==> src/lcr_defines.vh <==
`ifndef LCR_DEFINES_VH
`define LCR_DEFINES_VH

// ***************************************************************
// spi frame layout
// ***************************************************************
`define LCR_FRAME_BITS 5'h10
`define LCR_CMD_MSB 15
`define LCR_CMD_LSB 14
`define LCR_ADDR_MSB 13
`define LCR_ADDR_LSB 9
`define LCR_CMD_WRITE 2'h1
`define LCR_CMD_READ 2'h0

// ***************************************************************
// register addresses
// ***************************************************************
`define LCR_ADDR_CH1 5'h13
`define LCR_ADDR_CH2 5'h14

// ***************************************************************
// config field positions and reset
// ***************************************************************
`define LCR_MODE_MSB 7
`define LCR_MODE_LSB 6
`define LCR_SLEW_MSB 5
`define LCR_SLEW_LSB 4
`define LCR_TERM_BIT 2
`define LCR_EXT_BIT 0
`define LCR_CFG_RESET 8'h00

// ***************************************************************
// mode codes
// ***************************************************************
`define LCR_MODE_OFF 2'h0
`define LCR_MODE_UNUSED 2'h1
`define LCR_MODE_WAKE 2'h2
`define LCR_MODE_TRX 2'h3

// ***************************************************************
// slew codes
// ***************************************************************
`define LCR_SLEW_20K 2'h0
`define LCR_SLEW_10K 2'h1

// ***************************************************************
// pin synchroniser reset levels: cs_b, sclk, mosi, txd2, txd1, low, reg
// ***************************************************************
`define LCR_SYNC_WIDTH 7
`define LCR_SYNC_RESET 7'h5c

`endif

==> src/lcr_sync.v <==
`include "lcr_defines.vh"

module lcr_sync
(
   // clock and reset
   input wire clk,
   input wire rst_b,
   // pins
   input wire [`LCR_SYNC_WIDTH-1:0] din,
   // filtered levels
   output reg [`LCR_SYNC_WIDTH-1:0] dout
);

reg [`LCR_SYNC_WIDTH-1:0] s1;
reg [`LCR_SYNC_WIDTH-1:0] s2;
reg [`LCR_SYNC_WIDTH-1:0] s3;
genvar i;
// idle pin levels, so no false edge follows reset
localparam [`LCR_SYNC_WIDTH-1:0] reset_level = `LCR_SYNC_RESET;

// ***************************************************************
// three stages, change taken when stages two and three agree
// ***************************************************************
generate
   for (i = 0; i < `LCR_SYNC_WIDTH; i = i + 1)
   begin : bit_sync
      always @(posedge clk or negedge rst_b)
      begin
         if (!rst_b)
         begin
            s1[i] <= reset_level[i];
            s2[i] <= reset_level[i];
            s3[i] <= reset_level[i];
            dout[i] <= reset_level[i];
         end
         else
         begin
            s1[i] <= din[i];
            s2[i] <= s1[i];
            s3[i] <= s2[i];
            if (s2[i] == s3[i])
            begin
               dout[i] <= s3[i];
            end
         end
      end
   end
endgenerate

endmodule

==> src/lcr_lin_cfg.v <==
// Function
// - second channel mode: off, wake, trx
// - slew field: 20k, 10k, fast
// - bit 2 switches bus termination
// - ext clear: low half-supply forces recessive
// - ext set: run until regulator off
// - trx request refused while txd dominant
// - first channel uses same mode coding
`include "lcr_defines.vh"

module lcr_lin_cfg
(
   // clock and reset
   input wire clk,
   input wire rst_b,
   // spi pins
   input wire spi_cs_b,
   input wire spi_sclk,
   input wire spi_mosi,
   output reg spi_miso,
   output reg spi_miso_oe,
   // transceiver status pins
   input wire [1:0] lin_txd,
   input wire half_supply_low,
   input wire transceiver_supply_regulator,
   // per channel controls
   output reg [1:0] lin_trx_enable,
   output reg [1:0] lin_wake_enable,
   output reg [1:0] lin_force_recessive,
   output reg [1:0] lin_slew_fast,
   output reg [1:0] lin_slew_10k,
   output reg [1:0] second_channel_termination_enable_vec
);

wire [`LCR_SYNC_WIDTH-1:0] pin_f;
wire cs_f;
wire sclk_f;
wire mosi_f;
wire [1:0] txd_f;
wire low_f;
wire reg_on_f;
wire [15:0] cfg_flat;
reg sclk_p;
reg cs_p;
reg [15:0] shift_in;
reg [15:0] shift_out;
reg [15:0] reply;
reg [4:0] bit_cnt;
reg wr_stb;
reg [4:0] wr_addr;
reg [7:0] wr_data;
reg [7:0] next_read;
integer k;
genvar i;

// ***************************************************************
// pin synchronisers
// ***************************************************************
lcr_sync u_sync
(
   .clk (clk),
   .rst_b (rst_b),
   .din ({spi_cs_b, spi_sclk, spi_mosi, lin_txd, half_supply_low,
      transceiver_supply_regulator}),
   .dout (pin_f)
);

assign cs_f = pin_f[6];
assign sclk_f = pin_f[5];
assign mosi_f = pin_f[4];
assign txd_f = pin_f[3:2];
assign low_f = pin_f[1];
assign reg_on_f = pin_f[0];

// ***************************************************************
// spi slave, mode 0, msb first
// ***************************************************************
always @(posedge clk or negedge rst_b)
begin
   if (!rst_b)
   begin
      sclk_p <= 1'b0;
      cs_p <= 1'b1;
      shift_in <= 16'h0000;
      shift_out <= 16'h0000;
      bit_cnt <= 5'h00;
      wr_stb <= 1'b0;
      wr_addr <= 5'h00;
      wr_data <= 8'h00;
      spi_miso <= 1'b0;
      spi_miso_oe <= 1'b0;
   end
   else
   begin
      sclk_p <= sclk_f;
      cs_p <= cs_f;
      wr_stb <= 1'b0;
      spi_miso_oe <= !cs_f;
      if (cs_p && !cs_f)
      begin
         bit_cnt <= 5'h00;
         shift_out <= reply;
         spi_miso <= reply[15];
      end
      else if (!cs_f && !sclk_p && sclk_f)
      begin
         shift_in <= {shift_in[14:0], mosi_f};
         if (bit_cnt != 5'h1f)
         begin
            bit_cnt <= bit_cnt + 5'h01;
         end
      end
      else if (!cs_f && sclk_p && !sclk_f)
      begin
         shift_out <= {shift_out[14:0], 1'b0};
         spi_miso <= shift_out[14];
      end
      // frames of other lengths are dropped whole
      if (!cs_p && cs_f && bit_cnt == `LCR_FRAME_BITS)
      begin
         wr_stb <= shift_in[`LCR_CMD_MSB:`LCR_CMD_LSB] == `LCR_CMD_WRITE;
         wr_addr <= shift_in[`LCR_ADDR_MSB:`LCR_ADDR_LSB];
         wr_data <= shift_in[7:0];
      end
   end
end

// ***************************************************************
// reply for the next frame: addressed register content
// ***************************************************************
always @*
begin
   next_read = 8'h00;
   if (wr_addr == `LCR_ADDR_CH1)
   begin
      next_read = cfg_flat[7:0];
   end
   else if (wr_addr == `LCR_ADDR_CH2)
   begin
      next_read = cfg_flat[15:8];
   end
end

always @(posedge clk or negedge rst_b)
begin
   if (!rst_b)
   begin
      reply <= 16'h0000;
   end
   else if (!cs_p && cs_f && bit_cnt == `LCR_FRAME_BITS)
   begin
      reply[15:8] <= 8'h00;
   end
   else if (cs_f)
   begin
      reply[7:0] <= next_read;
   end
end

// ***************************************************************
// configuration registers, one per channel
// ***************************************************************
generate
   for (i = 0; i < 2; i = i + 1)
   begin : ch
      reg [7:0] cfg;
      wire [4:0] my_addr;
      wire [1:0] mode_req;
      wire [1:0] mode_new;
      assign my_addr = (i == 0) ? `LCR_ADDR_CH1 : `LCR_ADDR_CH2;
      assign mode_req = wr_data[`LCR_MODE_MSB:`LCR_MODE_LSB];
      assign mode_new = (mode_req == `LCR_MODE_TRX && !txd_f[i]) ?
         cfg[`LCR_MODE_MSB:`LCR_MODE_LSB] : mode_req;
      always @(posedge clk or negedge rst_b)
      begin
         if (!rst_b)
         begin
            cfg <= `LCR_CFG_RESET;
         end
         else if (wr_stb && wr_addr == my_addr)
         begin
            cfg <= {mode_new, wr_data[`LCR_SLEW_MSB:`LCR_SLEW_LSB], 1'b0,
               wr_data[`LCR_TERM_BIT], 1'b0, wr_data[`LCR_EXT_BIT]};
         end
      end
      assign cfg_flat[i*8+7:i*8] = cfg;
   end
endgenerate

// ***************************************************************
// decoded channel controls
// ***************************************************************
always @(posedge clk or negedge rst_b)
begin
   if (!rst_b)
   begin
      lin_trx_enable <= 2'h0;
      lin_wake_enable <= 2'h0;
      lin_force_recessive <= 2'h0;
      lin_slew_fast <= 2'h0;
      lin_slew_10k <= 2'h0;
      second_channel_termination_enable_vec <= 2'h0;
   end
   else
   begin
      for (k = 0; k < 2; k = k + 1)
      begin
         // mode decode; unused code is off
         lin_wake_enable[k] <= cfg_flat[k*8+7 -: 2] == `LCR_MODE_WAKE;
         // low supply and regulator gating
         // regulator off always stops, so ext only covers the low-supply case
         lin_trx_enable[k] <= cfg_flat[k*8+7 -: 2] == `LCR_MODE_TRX &&
            reg_on_f && !(low_f && !cfg_flat[k*8+`LCR_EXT_BIT]);
         lin_force_recessive[k] <= low_f && !cfg_flat[k*8+`LCR_EXT_BIT];
         lin_slew_10k[k] <= cfg_flat[k*8+5 -: 2] == `LCR_SLEW_10K;
         lin_slew_fast[k] <= cfg_flat[k*8+`LCR_SLEW_MSB];
         second_channel_termination_enable_vec[k] <= cfg_flat[k*8+`LCR_TERM_BIT];
      end
   end
end

endmodule

==> config.mk <==
export PLATFORM = sky130hd
export DESIGN_NAME = lcr_lin_cfg
export DESIGN_NICKNAME = d
export VERILOG_FILES = /design/src/lcr_sync.v /design/src/lcr_lin_cfg.v
export VERILOG_INCLUDE_DIRS = /design/src
export SDC_FILE = /design/constraint.sdc
export NUM_CORES = 1
export LEC_CHECK = 0
export ABC_AREA = 1
export BUFFER_PORTS_ARGS = -buffer_cell sky130_fd_sc_hd__clkbuf_2
export CORE_MARGIN = 3
export CORE_UTILIZATION = 45
export DETAILED_ROUTE_END_ITERATION = 10
export GPL_ROUTABILITY_DRIVEN = 0
export MAX_ROUTING_LAYER = met4
export PLACE_DENSITY = 0.67
export SLEW_MARGIN = 40
export SYNTH_ARGS = -nofsm -noshare
export SYNTH_HDL_FRONTEND = slang
export SYNTH_SLANG_ARGS = --single-unit
==> constraint.sdc <==
create_clock -name clk -period 4.15 [get_ports clk]
set_input_delay 0.2075 -clock clk [delete_from_list [all_inputs] [get_ports clk]]
set_output_delay 0.2075 -clock clk [all_outputs]
set_load 0.05 [all_outputs]
-- After elaboration in Yosys (flattened, before gate mapping)
Cells that the tools add are included.
- memory bits (writable): 0
- latch bits: 0
- logic and storage cells: 122
- ROM bits: 0
- memories kept: 0
- flip-flop bits (word level): 114
- reduce and logical (&&, ||, !) cells: 36
- muxes and demuxes: 12
- bitwise gates (word level): 4
- $lt $le $gt $ge: 0
- add/sub/neg operators: 1
- shifts and indexed selects: 0
- multiply operators: 0
- div/mod/pow operators: 0
- equality and inequality tests: 20
- operators with widths (cell ; count):
    two-way mux 15 bit ; 3
    logical AND 1 bit ; 17
    two-way mux 8 bit ; 2
    equality test 5 bit, second input constant ; 3
    two-way mux 5 bit ; 3
    AND reduction 2 bit ; 6
    equality test 2 bit, second input constant ; 5
    logical NOT 1 bit ; 10
    equality test 1 bit ; 7
    equality test 2 x 1 -> 1 bit, second input constant ; 3
    nonzero test 2 bit ; 3
    adder 5 x 1 -> 5 bit, second input constant ; 1
    inequality test 5 bit, second input constant ; 1
    two-way mux 1 bit ; 4
    NOT 1 bit ; 4
    inequality test 2 bit, second input constant ; 1

-- Logic depth before layout (Yosys ltp)
- depth after elaboration: 6
- mapped depth: 9
- depth with buffers taken out: 9

-- Modules after synthesis
Synthesis repeated with hierarchy kept, for this count alone.
- cells, all modules: 418
- area, all modules: 4262.8 sq um
- modules (own cells, without submodules) (module ; area each (sq um) ; cells each ; instances ; sequential area each (sq um)):
    lcr_lin_cfg ; 3428.3 ; 362 ; 1 ; 2053.2
    lcr_sync ; 834.6 ; 56 ; 1 ; 720.7

-- Worst setup path after synthesis
No wires, ideal clock.
- path type: register to register
- start point: register bit_cnt[0]
- end point: register bit_cnt[0]
- arrival: 1.236 ns
- clock period less this slack: 1.356 ns
- slack: 2.794 ns
- cell stages (with the launch flop): 8
- data required time: 4.030 ns
- cells stage by stage: dfrtp_1 > ha_1 > nand2_1 > nor2_1 > ha_1 > nand3b_1 > nor2_1 > nor2_1
- longest elaborated chain between the ends: 4
- elaborated cells on any way between the ends: 7
- classes of those cells: 1 x add/sub; 1 x eq/ne; 3 x mux; 2 x reduce/logical
- RTL lines (element ; line ; source):
    start: declaration ; lcr_lin_cfg.v:48 ; reg [4:0] bit_cnt;
    start signal: assignment ; lcr_lin_cfg.v:110 ; bit_cnt <= bit_cnt + 5'h01;
    adder 5 x 1 -> 5 bit ; lcr_lin_cfg.v:110 ;
    two-way mux 5 bit ; lcr_lin_cfg.v:108 ; if (bit_cnt != 5'h1f)
    two-way mux 5 bit ; lcr_lin_cfg.v:105 ; else if (!cs_f && !sclk_p && sclk_f)
    two-way mux 5 bit ; lcr_lin_cfg.v:99 ; if (cs_p && !cs_f)
Parallel ways exist; a longest one is shown, timed or not. The select of a mux whose other input is x is not followed.
A chain may end at the register's enable or synchronous reset.

-- Worst setup path after layout
- start point: register u_sync.dout[6]
- end point: register shift_out[11]
- longest elaborated chain between the ends: 5
- elaborated cells on any way between the ends: 10
- classes of those cells: 1 x eq/ne; 1 x mux; 8 x reduce/logical
- RTL lines (element ; line ; source):
    start: declaration ; lcr_sync.v:11 ; output reg [`LCR_SYNC_WIDTH-1:0] dout
    start signal: indexed assignment ; lcr_sync.v:34 ; dout[i] <= reset_level[i];
    start signal: indexed assignment ; lcr_sync.v:43 ; dout[i] <= s3[i];
    logical NOT 1 bit * ; lcr_lin_cfg.v:99, lcr_lin_cfg.v:105, lcr_lin_cfg.v:113 ;
    logical AND 1 bit, on equally long branches (2 in a row) ; lcr_lin_cfg.v:105, lcr_lin_cfg.v:113 ;
    inequality test 2 bit (no line) or nonzero test 2 bit (tied branches) ; n/a ;
    AND reduction 2 bit (no line) ; n/a ;
    end signal: assignment ; lcr_lin_cfg.v:102 ; shift_out <= reply;
    end signal: assignment ; lcr_lin_cfg.v:115 ; shift_out <= {shift_out[14:0], 1'b0};
    end: declaration ; lcr_lin_cfg.v:46 ; reg [15:0] shift_out;
Mark *: on every way between the ends. The rest lies on a longest branch, timed or not.

==> flow_metrics.py <==
metrics = {
    "outcome": {
        "status": "finished, final reports clean",
    },
    "power": {
        "ir_drop_v": 0.000223,
        "power_density_nw_per_um2": 459,
        "cellLeakagePower_uw": 0.00219,
    },
    "layout": {
        "multiInputGateArea_um2": 1230,
        "utilization_pct": 52.9,
        "diodes": 0,
        "fillers": 786,
        "syn2layout_area_growth_pct": 11.5,
        "fin_nets": 440,
        "layout-drive-gt1-share_pct": 18.0,
        "ff_latch_area_um2": 2770,
    },
    "floorplanning": {
        "core_um2": 8930,
        "start_util_pct": 47.4,
        "fp.dieH_um": 103,
        "boundaryPins": 23,
        "fp.dieW_um": 103,
        "rows": 34,
        "dieArea_um2": 10600,
    },
    "synthesis": {
        "ys_warn_count": 0,
        "synth_fp_nets": 409,
        "syn_inst": 397,
        "syn_area_um2": 4230,
        "ys_types": 29,
        "ys_seq_elements": 110,
        "synth_seq_area_share_pct": 65.5,
        "synth_area_per_cell_um2": 10.7,
    },
    "worst_hold_path": {
        "hold_class": "reg2reg",
        "min_path_cells": 0,
        "min_to": "u_sync.s2[5]$_DFF_PN0_",
        "hp-start": "u_sync.s1[5]$_DFF_PN0_",
    },
    "detailed_routing": {
        "drc": 0,
        "vias": 2745,
        "drt_wl_total_um": 7090,
        "drt_iter0_drc": 166,
        "ant_nets": 0,
        "avgViaCountPerCell": 5.07,
        "wl_per_cell_um": 13.1,
        "firstDrtPassIters": 5,
    },
    "setup_path": {
        "path_max_fanout": 22,
        "endpoint_kind": "register",
        "cp.buffers_inverters": 1,
        "cp_data_required_time_ns": 4.44,
        "worst_path_most_repeated_cell": "nand2_1",
        "cpMaxStageDelayCell": "dfstp_2",
        "r2r_end": "shift_out[11]$_DFFE_PN0P_",
        "rr_startpoint": "u_sync.dout[6]$_DFFE_PN1N_",
        "crit_chain": "inv_2 > nand2_1 > nand2_1 > o21ai_0",
        "critical_path.top_delay_family": "simple AND/OR/NAND/NOR gates",
        "crit_type": "reg2reg",
        "cp-start-kind": "register",
        "r2r_cells": 4,
        "rrSetupSlack_ns": 2.42,
        "path_depth": 4,
        "cp.arrival_ns": 2.02,
        "slowest_delay_ns": 0.64,
    },
    "global_route": {
        "grt_use_met3_pct": 4.47,
        "grt_usage_pct": 15.4,
        "grt_max_degree": 82,
        "first_global_vias": 2645,
        "grt_first_pass_wirelength_um": 12400,
        "met2_usage_pct": 22.7,
        "overflow": 0,
        "grt_use_met1_pct": 20.8,
        "grt-busiest-layer": "met2",
        "antenna_found_initial": 0,
    },
    "clock_tree": {
        "clock-sinks": 110,
        "cts_buffers": 9,
        "cts_buffer_depth": 2,
        "clk_pin_slew_ns": 0.10,
        "cts_tree": "built",
        "clk-insertion-delay-late_ns": 0.37,
        "h-tree-depth": 3,
        "cts_root_buffer": "clkbuf_8",
    },
    "timing": {
        "max_freq_ghz": 0.579,
        "finalSetupViolations": 0,
        "tightest_slew_ns": 0.745,
        "slew_violations": 0,
        "rsz0062_at_grt": "no",
        "min_period_over_period_pct": 41.6,
        "skew_ns": 0.0132,
        "fin_crit_ns": 1.73,
        "slew_headroom_pct": 50.2,
        "hold_violations": 0,
        "fin_setup_tns_ns": 0,
    },
    "placement": {
        "dp_hpwl_um": 4580,
        "portBuffers": 22,
    },
    "flow_run": {
        "maxCapViolCount": 0,
    },
}
## cell type report
cell class                 count  area share [%]
inverter                      40            3.18
multi-input combinational    236            26.0
clock inverter                 4            2.07
tap                          108            2.86
clock buffer                  12            2.86
sequential                   110            58.7
timing repair buffer          31            4.32
## timing repair
| item | CTS | global route |
|---|---|---|
| endpoints found under the hold margin | 73 | 0 |
| gates resized for setup | 0 | 0 |
| hold buffers | 8 | 0 |
| buffers inserted | 0 | 0 |
## routing by layer
| metal | wire length, um | part of all wire, % |
|---|---|---|
| met5 | 0 | 0 |
| met3 | 279 | 3.9 |
| met1 | 3470 | 49 |
| met4 | 79 | 1.1 |
| met2 | 3260 | 46 |
## per-stage QoR
stage / total power [uW] / instances / hold WS, ns / setup WS (ns) / instance area (um^2)
6_report: 2170 / 541 / 0.357 / 2.42 / 4720
4_1_cts: 2190 / 541 / 0.357 / 2.31 / 4720
5_1_grt: 2270 / 541 / 0.364 / 2.23 / 4720
3_5_place_dp: 1440 / 517 / 0.297 / 2.33 / 4410
3_3_place_gp: 1430 / 517 / 0.295 / 2.46 / 4400
2_1_floorplan: 1370 / 397 / -0.0881 / 2.79 / 4230
## registers in the layout (all words and copies together) (netlist names)
register / flops
bit_cnt: 5
ch.cfg: 12
cs_p: 1
lin_force_recessive: 2
lin_slew_10k: 2
lin_slew_fast: 2
lin_trx_enable: 2
lin_wake_enable: 2
reply: 6
sclk_p: 1
second_channel_termination_enable_vec: 2
shift_in: 16
shift_out: 15
spi_miso: 1
spi_miso_oe: 1
u_sync.dout: 7
u_sync.s1: 7
u_sync.s2: 7
u_sync.s3: 7
wr_addr: 5
wr_data: 6
wr_stb: 1
## worst register-to-register path, delay by kind of cell (launching register included)
kind	cells	cell delay [ns]
flops	1	0.64
buf+inv	1	0.07
compound gates	1	0.20
simple gates	2	0.75
## placed cells by master (no fill, tap or decap), drive strengths merged
| cell | instances |
|---|---|
| a21oi | 2 |
| buf | 2 |
| bufinv | 3 |
| clkbuf | 33 |
| clkinvlp | 1 |
| dfrtp | 93 |
| dfstp | 17 |
| dlygate4sd3 | 8 |
| ha | 3 |
| inv | 40 |
| maj3 | 7 |
| nand2 | 97 |
| nand3 | 37 |
| nand3b | 3 |
| nand4 | 9 |
| nor2 | 24 |
| nor3 | 3 |
| o211ai | 3 |
| o21a | 4 |
| o21ai | 39 |
| o21bai | 1 |
| o22ai | 1 |
| o31ai | 3 |
## Yosys cell counts, drive strengths merged
cell type,n,share of area [%]
nand2,97,9.0
ha,3,0.89
o31ai,3,0.53
nor3,3,0.47
inv,40,3.5
nand3,37,4.7
o21a,4,0.71
o21ai,39,5.6
nand4,9,1.3
a21oi,2,0.24
dfrtp,93,55
nor2,24,2.5
o22ai,1,0.15
dfstp,17,11
buf,11,2.0
o211ai,3,0.53
o21bai,1,0.18
nand3b,3,0.53
maj3,7,1.7
## power breakdown
part / leakage (uW) / internal [uW] / switching (uW)
sequential: 0.00142 / 1170 / 54.5
clock: 0.000111 / 402 / 339
combinational: 0.000654 / 62.0 / 138
total: 0.00219 / 1640 / 531
## worst max-delay path by stage
stage | startpoint | endpoint | slack (ns)
2_1_floorplan | bit_cnt[0]$_DFFE_PN0P_ | bit_cnt[0]$_DFFE_PN0P_ | 2.79
3_3_place_gp | cs_p$_DFF_PN1_ | bit_cnt[3]$_DFFE_PN0P_ | 2.46
3_5_place_dp | cs_p$_DFF_PN1_ | bit_cnt[3]$_DFFE_PN0P_ | 2.33
4_1_cts | cs_p$_DFF_PN1_ | bit_cnt[3]$_DFFE_PN0P_ | 2.31
5_1_grt | u_sync.dout[6]$_DFFE_PN1N_ | shift_out[7]$_DFFE_PN0P_ | 2.23
6_report | u_sync.dout[6]$_DFFE_PN1N_ | shift_out[11]$_DFFE_PN0P_ | 2.42
## cell families (layout without fill, tap and decap cells)
logic type | after synthesis | in the layout | share of synthesized area, %
AOI/OAI and AO/OA | 53 | 53 | 7.92
buffers and inverters | 51 | 87 | 5.58
and+or+nand+nor | 173 | 173 | 18.4
adders and majority gates | 10 | 10 | 2.54
DFF | 110 | 110 | 65.5
No activity file was read; power rests on OpenSTA's default activity.
